<file path="config.mk">
export PLATFORM = sky130hd
export DESIGN_NAME = atc_alert_comparator
export DESIGN_NICKNAME = d
export VERILOG_FILES = /design/src/atc_pkg.sv /design/src/atc_pin_sync.sv /design/src/atc_alert_comparator.sv
export SDC_FILE = /design/constraint.sdc
export NUM_CORES = 1
export LEC_CHECK = 0
export BUFFER_PORTS_ARGS = -buffer_cell sky130_fd_sc_hd__buf_4
export CAP_MARGIN = 20
export CELL_PAD_IN_SITES_DETAIL_PLACEMENT = 1
export CELL_PAD_IN_SITES_GLOBAL_PLACEMENT = 1
export CORE_AREA = 2 2 142 130
export DETAILED_ROUTE_END_ITERATION = 10
export DIE_AREA = 0 0 144 132
export HOLD_SLACK_MARGIN = 0.1
export PLACE_DENSITY_LB_ADDON = 0.05
export RECOVER_POWER = 100
export SLEW_MARGIN = 20
export SYNTH_ARGS = -nofsm -noshare
export SYNTH_HDL_FRONTEND = slang
export SYNTH_SLANG_ARGS = --single-unit
export TNS_END_PERCENT = 100
</file>
<file path="constraint.sdc">
create_clock -name clk -period 2.5 [get_ports clk]
set_input_delay 0.375 -clock clk [delete_from_list [all_inputs] [get_ports clk]]
set_output_delay 0.375 -clock clk [all_outputs]
set_load 0.1 [all_outputs]
</file>
<file path="src/atc_pkg.sv">
// Constants, types and state codes of the threshold alert comparator
//----------------------------------------------------------------------
// Operation
// Config bit 4 picks traditional comparison at 0 (reset) or window comparison at 1.
// Config bit 3 sets the alert level: 0 asserts low (reset), 1 asserts high.
// With the hold bit at 0 (reset) the alert drops on a result below the lower limit (traditional) or back inside the limits (window).
// With the hold bit at 1 the alert stays until the conversion result is read or an alert response wins.
// On an alert response an asserting device sends its own address and the lowest address wins.
// Run-length field 11 (reset) disables the comparator and floats the alert pin.
// Run-length 00, 01, 10 enable the comparator and assert after 1, 2 or 4 successive exceeding results.
// Lower and upper limits are 16-bit two's complement registers reset to 8000h and 7FFFh.
// Upper limit MSB 1 with lower limit MSB 0 turns the pin into a ready signal (status or pulse).
// Software keeps the upper limit strictly above the lower limit for comparator use.
// Traditional style trips above the upper limit and clears below the lower; window trips outside.
//----------------------------------------------------------------------
package atc_pkg;

  // Register pointer codes
  localparam logic [1:0] PTR_CONV = 2'h0;
  localparam logic [1:0] PTR_CFG  = 2'h1;
  localparam logic [1:0] PTR_LO   = 2'h2;
  localparam logic [1:0] PTR_HI   = 2'h3;

  // Reset values
  localparam logic [15:0] CFG_RESET  = 16'h8583;
  localparam logic [15:0] LO_RESET   = 16'h8000;
  localparam logic [15:0] HI_RESET   = 16'h7fff;
  localparam logic [15:0] CONV_RESET = 16'h0000;

  // Field positions of converter_config
  localparam int CFG_STATUS_BIT = 15;
  localparam int CFG_MODE_BIT   = 8;
  localparam int CFG_WIN_BIT    = 4;
  localparam int CFG_LEVEL_BIT  = 3;
  localparam int CFG_HOLD_BIT   = 2;
  localparam int CFG_RUN_LSB    = 0;

  // Run-length codes
  localparam logic [1:0] RUN_ONE  = 2'h0;
  localparam logic [1:0] RUN_TWO  = 2'h1;
  localparam logic [1:0] RUN_FOUR = 2'h2;
  localparam logic [1:0] RUN_OFF  = 2'h3;

  // Shared alert response address of the bus
  localparam logic [6:0] ALERT_RESP_ADDR = 7'h0c;

  // Timing
  localparam int CLK_PERIOD_NS = 4;
  localparam int RDY_PULSE_NS  = 40;
  localparam int RDY_PULSE_CYC = (RDY_PULSE_NS + CLK_PERIOD_NS - 1)
                                 / CLK_PERIOD_NS;

  typedef enum logic [5:0] {
    ST_IDLE = 6'h01,
    ST_ADDR = 6'h02,
    ST_ACK  = 6'h04,
    ST_RX   = 6'h08,
    ST_TX   = 6'h10,
    ST_MACK = 6'h20
  } atc_bus_state_e;

endpackage

</file>
<file path="src/atc_pin_sync.sv">
// Two-stage pin synchroniser with edge detection
module atc_pin_sync (
  input  wire logic clk,
  input  wire logic reset,
  input  wire logic pin,
  output logic      level,
  output logic      rise,
  output logic      fall
);

  logic stage1;
  logic stage2;
  logic stage3;

  // Lines idle high, so reset to high avoids a false edge
  always_ff @(posedge clk) begin
    if (reset) begin
      stage1 <= 1'b1;
      stage2 <= 1'b1;
      stage3 <= 1'b1;
    end else begin
      stage1 <= pin;
      stage2 <= stage1;
      stage3 <= stage2;
    end
  end

  assign level = stage2;
  assign rise  = stage2 & ~stage3;
  assign fall  = ~stage2 & stage3;

endmodule // atc_pin_sync

</file>
<file path="src/atc_alert_comparator.sv">
// Two-wire register port and threshold alert comparator
module atc_alert_comparator
  import atc_pkg::*;
#(
  parameter logic [6:0] DEV_ADDR = 7'h2a
) (
  input  wire logic        clk,
  input  wire logic        reset,
  input  wire logic        scl_in,
  input  wire logic        sda_in,
  output logic             sda_out,
  output logic             sda_oe,
  input  wire logic [15:0] result_data,
  input  wire logic        result_valid,
  input  wire logic        conv_busy,
  output logic             conv_start,
  output logic [15:0]      converter_config,
  output logic             alert_out,
  output logic             alert_oe
);

  //--------------------------------------------------------------------
  // Pin synchronisers
  //--------------------------------------------------------------------
  logic scl_s;
  logic scl_rise;
  logic scl_fall;
  logic sda_s;
  logic sda_rise;
  logic sda_fall;

  atc_pin_sync u_scl_sync (
    .clk   (clk),
    .reset (reset),
    .pin   (scl_in),
    .level (scl_s),
    .rise  (scl_rise),
    .fall  (scl_fall)
  );

  atc_pin_sync u_sda_sync (
    .clk   (clk),
    .reset (reset),
    .pin   (sda_in),
    .level (sda_s),
    .rise  (sda_rise),
    .fall  (sda_fall)
  );

  //--------------------------------------------------------------------
  // Bus state
  //--------------------------------------------------------------------
  atc_bus_state_e state,     next_state;
  logic [7:0]     shift,     next_shift;
  logic [3:0]     bitc,      next_bitc;
  logic [1:0]     byte_idx,  next_byte_idx;
  logic           rw,        next_rw;
  logic           resp,      next_resp;
  logic [1:0]     ptr,       next_ptr;
  logic [15:0]    rd_word,   next_rd_word;
  logic [7:0]     wr_hi,     next_wr_hi;
  logic           sda_low,   next_sda_low;
  logic [15:0]    cfg,       next_cfg;
  logic [15:0]    lower_limit, next_lower_limit;
  logic [15:0]    upper_limit, next_upper_limit;
  logic           start_q,   next_start_q;
  logic           clear_req;

  // Comparator state
  logic [15:0]    conv,      next_conv;
  logic [2:0]     run_cnt,   next_run_cnt;
  logic           alert_act, next_alert_act;
  logic [7:0]     rdy_cnt,   next_rdy_cnt;
  logic           alert_q,   next_alert_q;
  logic           alert_oe_q, next_alert_oe_q;

  logic           bus_start;
  logic           bus_stop;
  logic [15:0]    status_word;
  logic [15:0]    read_word;

  // Start and stop are data edges while the clock line is high
  assign bus_start = sda_fall & scl_s;
  assign bus_stop  = sda_rise & scl_s;

  assign status_word = {~conv_busy, cfg[14:0]};

  always_comb begin
    case (ptr)
      PTR_CONV: read_word = conv;
      PTR_CFG:  read_word = status_word;
      PTR_LO:   read_word = lower_limit;
      default:  read_word = upper_limit;
    endcase
  end

  //--------------------------------------------------------------------
  // Bus next-state logic
  //--------------------------------------------------------------------
  always_comb begin
    logic [7:0] tx_byte;
    tx_byte          = 8'h00;
    next_state       = state;
    next_shift       = shift;
    next_bitc        = bitc;
    next_byte_idx    = byte_idx;
    next_rw          = rw;
    next_resp        = resp;
    next_ptr         = ptr;
    next_rd_word     = rd_word;
    next_wr_hi       = wr_hi;
    next_sda_low     = sda_low;
    next_cfg         = cfg;
    next_lower_limit = lower_limit;
    next_upper_limit = upper_limit;
    next_start_q     = 1'b0;
    clear_req        = 1'b0;
    if (bus_start) begin
      next_state    = ST_ADDR;
      next_bitc     = 4'h0;
      next_byte_idx = 2'h0;
      next_sda_low  = 1'b0;
    end else if (bus_stop) begin
      next_state   = ST_IDLE;
      next_sda_low = 1'b0;
    end else begin
      case (state)
        ST_ADDR: begin
          if (scl_rise) begin
            next_shift = {shift[6:0], sda_s};
            next_bitc  = bitc + 4'h1;
          end else if (scl_fall && bitc == 4'h8) begin
            next_bitc = 4'h0;
            if (shift[7:1] == DEV_ADDR) begin
              next_state   = ST_ACK;
              next_sda_low = 1'b1;
              next_rw      = shift[0];
              next_resp    = 1'b0;
              next_rd_word = read_word;
              if (shift[0] && ptr == PTR_CONV) begin
                clear_req = 1'b1;
              end
            end else if (shift[7:1] == ALERT_RESP_ADDR && shift[0]
                         && alert_act) begin
              next_state   = ST_ACK;
              next_sda_low = 1'b1;
              next_rw      = 1'b1;
              next_resp    = 1'b1;
            end else begin
              next_state = ST_IDLE;
            end
          end
        end
        ST_ACK: begin
          if (scl_fall) begin
            next_bitc = 4'h0;
            if (rw) begin
              if (resp) begin
                tx_byte = {DEV_ADDR, 1'b0};
              end else if (byte_idx == 2'h0) begin
                tx_byte = rd_word[15:8];
              end else begin
                tx_byte = rd_word[7:0];
              end
              next_shift   = tx_byte;
              next_sda_low = ~tx_byte[7];
              next_state   = ST_TX;
            end else begin
              next_sda_low = 1'b0;
              next_state   = ST_RX;
            end
          end
        end
        ST_RX: begin
          if (scl_rise) begin
            next_shift = {shift[6:0], sda_s};
            next_bitc  = bitc + 4'h1;
          end else if (scl_fall && bitc == 4'h8) begin
            next_bitc    = 4'h0;
            next_sda_low = 1'b1;
            next_state   = ST_ACK;
            if (byte_idx != 2'h3) begin
              next_byte_idx = byte_idx + 2'h1;
            end
            case (byte_idx)
              2'h0: next_ptr   = shift[1:0];
              2'h1: next_wr_hi = shift;
              2'h2: begin
                case (ptr)
                  PTR_CFG: begin
                    next_cfg = {wr_hi, shift};
                    // Status bit starts a conversion only when idle
                    if (wr_hi[7] && !conv_busy) begin
                      next_start_q = 1'b1;
                    end
                  end
                  PTR_LO:  next_lower_limit = {wr_hi, shift};
                  PTR_HI:  next_upper_limit = {wr_hi, shift};
                  default: next_wr_hi = wr_hi;
                endcase
              end
              default: next_wr_hi = wr_hi;
            endcase
          end
        end
        ST_TX: begin
          if (scl_rise) begin
            next_bitc = bitc + 4'h1;
            // Released a one but saw a zero: a lower address wins
            if (resp && shift[7] && !sda_s) begin
              next_state   = ST_IDLE;
              next_sda_low = 1'b0;
            end
          end else if (scl_fall) begin
            if (bitc == 4'h8) begin
              next_sda_low = 1'b0;
              next_state   = ST_MACK;
              if (resp) begin
                clear_req = 1'b1;
              end
            end else begin
              next_shift   = {shift[6:0], 1'b0};
              next_sda_low = ~shift[6];
            end
          end
        end
        ST_MACK: begin
          if (scl_rise && sda_s) begin
            next_state = ST_IDLE;
          end else if (scl_fall) begin
            next_bitc     = 4'h0;
            next_byte_idx = byte_idx + 2'h1;
            tx_byte       = (byte_idx == 2'h0) ? rd_word[7:0]
                                               : rd_word[15:8];
            next_shift    = tx_byte;
            next_sda_low  = ~tx_byte[7];
            next_state    = ST_TX;
          end
        end
        default: next_state = ST_IDLE;
      endcase
    end
  end

  always_ff @(posedge clk) begin
    if (reset) begin
      state       <= ST_IDLE;
      shift       <= 8'h00;
      bitc        <= 4'h0;
      byte_idx    <= 2'h0;
      rw          <= 1'b0;
      resp        <= 1'b0;
      ptr         <= PTR_CONV;
      rd_word     <= 16'h0000;
      wr_hi       <= 8'h00;
      sda_low     <= 1'b0;
      cfg         <= CFG_RESET;
      lower_limit <= LO_RESET;
      upper_limit <= HI_RESET;
      start_q     <= 1'b0;
    end else begin
      state       <= next_state;
      shift       <= next_shift;
      bitc        <= next_bitc;
      byte_idx    <= next_byte_idx;
      rw          <= next_rw;
      resp        <= next_resp;
      ptr         <= next_ptr;
      rd_word     <= next_rd_word;
      wr_hi       <= next_wr_hi;
      sda_low     <= next_sda_low;
      cfg         <= next_cfg;
      lower_limit <= next_lower_limit;
      upper_limit <= next_upper_limit;
      start_q     <= next_start_q;
    end
  end

  //--------------------------------------------------------------------
  // Comparator next-state logic
  //--------------------------------------------------------------------
  always_comb begin
    logic       over;
    logic       under;
    logic       exceed;
    logic       rdy_mode;
    logic       asserted;
    logic [2:0] need;
    logic [1:0] run;
    need     = 3'h4;
    asserted = 1'b0;
    run      = cfg[CFG_RUN_LSB +: 2];
    over     = $signed(result_data) > $signed(upper_limit);
    under    = $signed(result_data) < $signed(lower_limit);
    exceed   = cfg[CFG_WIN_BIT] ? (over | under) : over;
    rdy_mode = upper_limit[15] & ~lower_limit[15];
    case (run)
      RUN_ONE: need = 3'h1;
      RUN_TWO: need = 3'h2;
      default: need = 3'h4;
    endcase
    next_conv      = result_valid ? result_data : conv;
    next_run_cnt   = run_cnt;
    next_alert_act = alert_act;
    next_rdy_cnt   = rdy_cnt;
    if (run == RUN_OFF) begin
      next_run_cnt   = 3'h0;
      next_alert_act = 1'b0;
      next_rdy_cnt   = 8'h00;
    end else if (rdy_mode) begin
      next_alert_act = 1'b0;
      if (result_valid) begin
        next_rdy_cnt = 8'(RDY_PULSE_CYC);
      end else if (rdy_cnt != 8'h00) begin
        next_rdy_cnt = rdy_cnt - 8'h01;
      end
      asserted = cfg[CFG_MODE_BIT] ? ~conv_busy : (rdy_cnt != 8'h00);
    end else begin
      // Clear first so that a trip in the same cycle wins
      if (clear_req && cfg[CFG_HOLD_BIT]) begin
        next_alert_act = 1'b0;
      end
      if (result_valid) begin
        if (exceed) begin
          if (run_cnt < need) begin
            next_run_cnt = run_cnt + 3'h1;
          end
          if (run_cnt + 3'h1 >= need) begin
            next_alert_act = 1'b1;
          end
        end else begin
          next_run_cnt = 3'h0;
          if (!cfg[CFG_HOLD_BIT]
              && (cfg[CFG_WIN_BIT] || under)) begin
            next_alert_act = 1'b0;
          end
        end
      end
      asserted = alert_act;
    end
    next_alert_q    = cfg[CFG_LEVEL_BIT] ? asserted : ~asserted;
    next_alert_oe_q = (run != RUN_OFF);
  end

  always_ff @(posedge clk) begin
    if (reset) begin
      conv       <= CONV_RESET;
      run_cnt    <= 3'h0;
      alert_act  <= 1'b0;
      rdy_cnt    <= 8'h00;
      alert_q    <= 1'b1;
      alert_oe_q <= 1'b0;
    end else begin
      conv       <= next_conv;
      run_cnt    <= next_run_cnt;
      alert_act  <= next_alert_act;
      rdy_cnt    <= next_rdy_cnt;
      alert_q    <= next_alert_q;
      alert_oe_q <= next_alert_oe_q;
    end
  end

  // Open-drain data line: only ever pulls low
  assign sda_out          = 1'b0;
  assign sda_oe           = sda_low;
  assign conv_start       = start_q;
  assign converter_config = cfg;
  assign alert_out        = alert_q;
  assign alert_oe         = alert_oe_q;

endmodule // atc_alert_comparator

</file>
== Word level (Yosys, flattened, before mapping) ==
Index checks and enable logic that the tools add are counted.

* Bits in registers: 134
* Bits in latches: 0
* Bits in writable memories: 0
* ROM bits: 0
* Bits of input ports: 22
* Word-level logic and storage cells: 243
* Memories: 0

* Add/sub/neg operators: 4
* Multiply operators: 0
* Divide/modulo/power cells: 0
* Magnitude comparators: 4
* Equality and inequality tests: 47
* Shift-type cells: 0
* Mux-type cells: 91
* Bitwise operators: 26
* Reduce and logical (&&, ||, !) cells: 44

{| class="wikitable"
|+ Operators with widths
! kind !! count
|-
| 2-to-1 mux 8 bit || 18
|-
| 2-to-1 mux 6 bit || 11
|-
| one-hot mux 16 bit (3 select lines) || 1
|-
| 2-to-1 mux 1 bit || 37
|-
| one-hot mux 8 bit (4 select lines) || 1
|-
| inequality test 2 bit (second input constant) || 15
|-
| one-hot mux 6 bit (5 select lines) || 1
|-
| AND reduction 7 bit || 4
|-
| AND reduction 6 bit || 4
|-
| AND reduction 11 bit || 2
|-
| 2-to-1 mux 4 bit || 5
|-
| inequality test 4 bit (second input constant) || 5
|-
| inequality test 5 bit (second input constant) || 4
|-
| inverter 1 bit || 18
|-
| AND reduction 9 bit || 2
|-
| greater-than comparator 16 bit || 1
|-
| less-than comparator 16 bit || 1
|-
| one-hot mux 4 bit (4 select lines) || 1
|-
| inequality test 3 bit (second input constant) || 5
|-
| 2-to-1 mux 2 bit || 7
|-
| 2-to-1 mux 3 bit || 4
|-
| logical AND 1 bit || 10
|-
| equality test 2 bit (second input constant) || 4
|-
| nonzero test 8 bit || 1
|-
| 36 further kinds || 54
|}

== Logic depth before layout (Yosys ltp) ==
* Depth in word-level cells: 14
* Mapped depth: 11
* Depth with buffers taken out: 9

== Modules after synthesis ==
From an unflattened synthesis, not the netlist that was laid out.

* Cell total of the unflattened synthesis: 804
* Area, all modules: 7081.8 sq um

{| class="wikitable"
|+ By module, submodules not included
! module !! instances !! cells an instance !! area an instance (sq um) !! sequential area each (sq um)
|-
| atc_alert_comparator || 1 || 788 || 6896.6 || 2562.5
|-
| atc_pin_sync || 2 || 8 || 92.6 || 60.1
|}

== Worst setup path before layout ==
Ideal clock, no wire load.

* Kind: register to register
* Start point: register cfg[1] (netlist: converter_config[1])
* End point: register run_cnt[2]
* Library setup time: 0.066 ns
* Arrival time: 2.450 ns
* Required time: 2.434 ns
* Setup slack: -0.015 ns
* Cell stages (with the launch flop): 10
* Clock period less this slack: 2.515 ns
* Cell sequence: dfxtp_1 > inv_1 > nand2_1 > ha_1 > a21o_1 > a21oi_1 > a41oi_1 > a31oi_1 > a22oi_1 > nor2_1

* Word-level cells in the longest chain between the ends: 5
* Elaborated cells on any way between the ends: 8
* Classes of those cells: order compare (1); eq/ne (3); mux (1); reduce/logical (3)

{| class="wikitable"
|+ RTL lines
! item !! line !! text
|-
| from (decl) || atc_alert_comparator.sv:63 || <nowiki>logic [15:0] cfg, next_cfg;</nowiki>
|-
| from (signal assigned) || atc_alert_comparator.sv:272 || <nowiki>cfg <= next_cfg;</nowiki>
|-
| equality test 2 x 1 -> 1 bit or logical NOT 2 bit (tied branches) || atc_alert_comparator.sv:297 || <nowiki>case (run)</nowiki>
|-
| one-hot mux 3 bit (2 select lines) || atc_alert_comparator.sv:297 ||
|-
| less-than comparator 3 bit || atc_alert_comparator.sv:325 || <nowiki>if (run_cnt < need) begin</nowiki>
|-
| inequality test 2 x 1 -> 1 bit (no source line) || -- ||
|-
| AND reduction 3 bit (no source line) || -- ||
|-
| to (signal assigned) || atc_alert_comparator.sv:355 || <nowiki>run_cnt <= next_run_cnt;</nowiki>
|-
| to (decl) || atc_alert_comparator.sv:71 || <nowiki>logic [2:0] run_cnt, next_run_cnt;</nowiki>
|}

Parallel ways exist; a longest one is shown, timed or not.
A chain may end at the register's enable or synchronous reset.

== Worst setup path in the final report ==
* Start point: register lower_limit[15]
* End point: register alert_act

* Word-level cells in the longest chain between the ends: 6
* Elaborated cells on any way between the ends: 11
* Classes of those cells: order compare (1); mux (4); bitwise (3); reduce/logical (3)

{| class="wikitable"
|+ RTL lines
! item !! line !! text
|-
| from (decl) || atc_alert_comparator.sv:64 || <nowiki>logic [15:0] lower_limit, next_lower_limit;</nowiki>
|-
| from (signal assigned) || atc_alert_comparator.sv:273 || <nowiki>lower_limit <= next_lower_limit;</nowiki>
|-
| less-than comparator 16 bit || atc_alert_comparator.sv:294 || <nowiki>under = $signed(result_data) < $signed(lower_limit);</nowiki>
|-
| logical OR 1 bit || atc_alert_comparator.sv:334 || <nowiki>&& (cfg[CFG_WIN_BIT] || under)) begin</nowiki>
|-
| logical AND 1 bit || atc_alert_comparator.sv:334 ||
|-
| 2-to-1 mux 1 bit || atc_alert_comparator.sv:333 || <nowiki>if (!cfg[CFG_HOLD_BIT]</nowiki>
|-
| 2-to-1 mux 1 bit || atc_alert_comparator.sv:324 || <nowiki>if (exceed) begin</nowiki>
|-
| 2-to-1 mux 1 bit || atc_alert_comparator.sv:323 || <nowiki>if (result_valid) begin</nowiki>
|-
| to (signal assigned) || atc_alert_comparator.sv:356 || <nowiki>alert_act <= next_alert_act;</nowiki>
|-
| to (decl) || atc_alert_comparator.sv:72 || <nowiki>logic alert_act, next_alert_act;</nowiki>
|}

Parallel ways exist; a longest one is shown, timed or not.

==> impl_metrics.csv <==
group,metric,value,unit
power,power_switching,1.16,mW
yosys,flip_flop_and_latch_count_after_synthesis,134,
worst_hold_path,hold_path_class,"in -> reg",
placement,detailed_place_hpwl,17700,um
critical_path,critPathMaxStageDelay,0.46,ns
yosys,synth-edff-count,0,
detailed_routing,detail-route-antenna-nets,0,
detailed_routing,drt_drc_violations_left,0,
clocking,cts_tree,"yes",
detailed_routing,initialDrtViolationCount,418,
global_routing,grt_overflow_total,0,
critical_path,slowest_cp_cell,"sky130_fd_sc_hd__or4b_4",
placement,number_of_i_o_port_buffers,41,
worst_hold_path,holdCritStartpoint,"scl_in",
critical_path,timing.setup.critical_path_class,"reg -> reg",
job,max-cap-violations,0,
yosys,synth.most_common_cell,"sky130_fd_sc_hd__dfxtp_1",
yosys,synth-async-reset-ratio,0,
timing,whs,0.135,ns
critical_path,worstPathMaxFanout,2,
floorplanning,initial_core_util,0.414,
detailed_routing,highest_layer,"met4",
yosys,post_synth_instance_area,7230,um2
critical_path,cp_data_required_time,2.80,ns
global_routing,global_routing_usage_summed_across_all_routing_layers,0.261,
detailed_routing,route.vias.total,6431,
power,power_switching_share,0.237,
critical_path,path_delay_family,"compound AO/OA/AOI/OAI gates",
floorplanning,y_dimension_of_the_die,132,um
detailed_routing,routedWlPerCell,20.5,um
clocking,post_cts_hold_buffer_count,0,
critical_path,worst_path_cell_trace,"inv_2 > ha_4 > or4b_4 > a211o_1 > a21oi_4 > a32oi_2 > buf_4 > a211o_1 > nand2_1 > a211oi_2",
power,power.clock.fraction,0.499,
timing,setup_tns,0,ns
yosys,post_synthesis_sequential_area_ratio,0.371,
timing,final_max_slew_viol_count,0,
finish,insertedDiodeCount,0,
critical_path,critPathLaunch,"lower_limit[15]",
outcome,status,"complete, no violations",
yosys,synth_top_area_share,0.371,
timing,final.period_utilization,0.971,
detailed_routing,routed-wl-met3,705,um
finish,syn2layout_area_growth,20.8,%
timing,finalSetupViolCount,0,
critical_path,start_kind,"register",
finish,post_route_cells_drive_above_1_share,0.192,
yosys,synth_top_cells_by_area,"sky130_fd_sc_hd__dfxtp_1, sky130_fd_sc_hd__ha_1, sky130_fd_sc_hd__nand2_1",
floorplanning,core,17400,um2
global_routing,initial_antenna_violation_count,0,
clocking,path_clk_slew,0.06,ns
global_routing,grt_start_max_net_pins,102,
detailed_routing,wl_met2,11500,um
clocking,clk_root_buffer_cell,"sky130_fd_sc_hd__clkbuf_16",
power,maximum_vdd_drop,0.000460,V
power,comb_power_share,0.058,
detailed_routing,detail_route.first_pass.iterations,5,
critical_path,regToRegStartpoint,"lower_limit[15]",
yosys,ys_warn_count,0,
power,power_frac_seq,0.442,
timing,fmax,412,MHz
clocking,number_of_buffers_added_by_the_clock_tree_synthesis_step,17,
power,power.density,562,nW/um2
critical_path,cp_data_arrival_time,2.73,ns
power,internal_pwr_total,3.74,mW
clocking,cts_htree_levels,4,
power,power_leakage,3.54,nW
timing,timing.final.hold_violations,0,
yosys,synth_cells,831,
global_routing,grt_pass1_vias,6819,
finish,num-nets-final,989,
floorplanning,width_of_the_die,144,um
critical_path,setup.worst_path.end_class,"register",
timing,finalCriticalPeriod,2.43,ns
detailed_routing,wl_met1,11500,um
timing,max-slew-margin-rel,0.195,
clocking,clock_sinks,134,
timing,finalClockSkew,0.0120,ns
finish,final_core_util,0.501,
yosys,netlist-cell-type-count,70,
yosys,synth.net_count,901,
floorplanning,num_rows,46,
yosys,synth.cells.most_frequent,"sky130_fd_sc_hd__dfxtp_1, sky130_fd_sc_hd__nand2_1, sky130_fd_sc_hd__nor2_1, sky130_fd_sc_hd__a21oi_1, sky130_fd_sc_hd__inv_1",
yosys,synthesis.area_per_instance,8.70,um2
clocking,cts_max_path_buffers,2,
yosys,dominantRegCellSynth,"sky130_fd_sc_hd__dfxtp_1",
detailed_routing,vias_per_cell,5.49,
yosys,netlist.top_cell.by_area,"sky130_fd_sc_hd__dfxtp_1",
placement,finalWeightedCongestion,0.902,
floorplanning,die_area,19000,um2
global_routing,grt_first_pass_wirelength,37900,um
critical_path,critPathMostFrequentCell,"sky130_fd_sc_hd__a211o_1",
detailed_routing,routed_wl,24000,um
clocking,clk_latency,0.43,ns
floorplanning,boundaryPins,43,
critical_path,cp.buffers_inverters,2,
timing,worst-slew-pin-transition,1.21,ns
cells by family (layout without fill, tap and decap cells):
| family | Yosys count | in the layout | share of synthesized area |
|---|---|---|---|
| adders and majority gates | 48 | 48 | 0.0831 |
| DFF | 134 | 134 | 0.371 |
| buffers and inverters | 99 | 200 | 0.0620 |
| AOI/OAI and AO/OA | 148 | 148 | 0.141 |
| other | 1 | 1 | 0.000519 |
| xor gates and xnor gates | 16 | 16 | 0.0194 |
| and+or+nand+nor | 329 | 329 | 0.217 |
| muxes | 56 | 56 | 0.105 |
area by class of cell:
type | count | area (um2)
fillers | 2051 | 8710
multi-input cells | 598 | 4170
flip-flops and latches | 134 | 2690
well taps | 240 | 300
clock inverters | 10 | 98.8
clock buffers | 22 | 474
inverters | 56 | 210
repair buffers | 112 | 788
final timing paths:
path / end / slack, ns / cells after the start
min reg2reg: u_sda_sync.level / 0.41 / 1
max: alert_act / 0.07 / 10
max reg2reg: alert_act / 0.07 / 10
min: u_scl_sync.stage1 / 0.13 / 2
flip-flops by register name, summed over array words and instances (netlist names), 4 cells and up:
signal	count
bitc	4
conv	16
converter_config	16
lower_limit	16
rd_word	16
rdy_cnt	8
shift	8
state	6
upper_limit	16
wr_hi	8
repair_timing:
item / CTS / global route
gates resized for setup: 8 / 13
endpoints found under the setup margin: 4 / 10
setup buffers: 0 / 1
gates cloned: 0 / 0
pin swaps: 4 / 8
stage by stage:
stage               cell area, um2  total power, mW  worst slack [ns]  cells
floorplan                     7230             2.37            0.0649    831
global placement              8160             2.48            -0.248   1139
detailed placement            8160             2.49            -0.261   1139
CTS                           8770             4.94           0.00363   1171
global route                  8730             5.07           -0.0354   1172
finish                        8730             4.90            0.0715   1172
power groups by stage:
stage          clock network, mW  registers (mW)  logic, mW
2_1_floorplan                  0            2.21      0.157
3_3_place_gp                   0            2.21      0.269
3_5_place_dp                   0            2.22      0.276
4_1_cts                     2.48            2.17      0.282
5_1_grt                     2.58            2.17      0.313
6_report                    2.45            2.17      0.287
per-layer routing:
layer / GRT usage / vias up
met4: 0.0626 / 0
met1: 0.362 / 3229
met2: 0.424 / 99
met5: 0 / -
met3: 0.0436 / 18
li1: - / 3085
cells in the final DEF, fill, tap and decap left out, types with 4 or more instances in the layout:
| cell | n |
|---|---|
| sky130_fd_sc_hd__mux4_2 | 16 |
| sky130_fd_sc_hd__clkbuf_16 | 17 |
| sky130_fd_sc_hd__mux2i_1 | 40 |
| sky130_fd_sc_hd__nor3_1 | 11 |
| sky130_fd_sc_hd__dfxtp_1 | 129 |
| sky130_fd_sc_hd__buf_4 | 83 |
| sky130_fd_sc_hd__nor2b_1 | 5 |
| sky130_fd_sc_hd__ha_1 | 47 |
| sky130_fd_sc_hd__clkbuf_2 | 6 |
| sky130_fd_sc_hd__a211oi_1 | 11 |
| sky130_fd_sc_hd__o21a_1 | 6 |
| sky130_fd_sc_hd__a21oi_1 | 55 |
| sky130_fd_sc_hd__o21ai_0 | 6 |
| sky130_fd_sc_hd__xor2_1 | 10 |
| sky130_fd_sc_hd__a21o_1 | 5 |
| sky130_fd_sc_hd__nand2b_1 | 5 |
| sky130_fd_sc_hd__clkbuf_1 | 22 |
| sky130_fd_sc_hd__nand3_1 | 20 |
| sky130_fd_sc_hd__a31oi_1 | 4 |
| sky130_fd_sc_hd__xnor2_1 | 6 |
| sky130_fd_sc_hd__nand3b_1 | 19 |
| sky130_fd_sc_hd__o221ai_1 | 5 |
| sky130_fd_sc_hd__nor2_1 | 93 |
| sky130_fd_sc_hd__a222oi_1 | 5 |
| sky130_fd_sc_hd__a211o_1 | 12 |
| sky130_fd_sc_hd__dfxtp_2 | 5 |
| sky130_fd_sc_hd__or2_2 | 9 |
| sky130_fd_sc_hd__nand2_1 | 126 |
| sky130_fd_sc_hd__nand4_1 | 11 |
| sky130_fd_sc_hd__clkinv_4 | 5 |
| sky130_fd_sc_hd__inv_1 | 55 |
(Power assumes the default switching activity.)
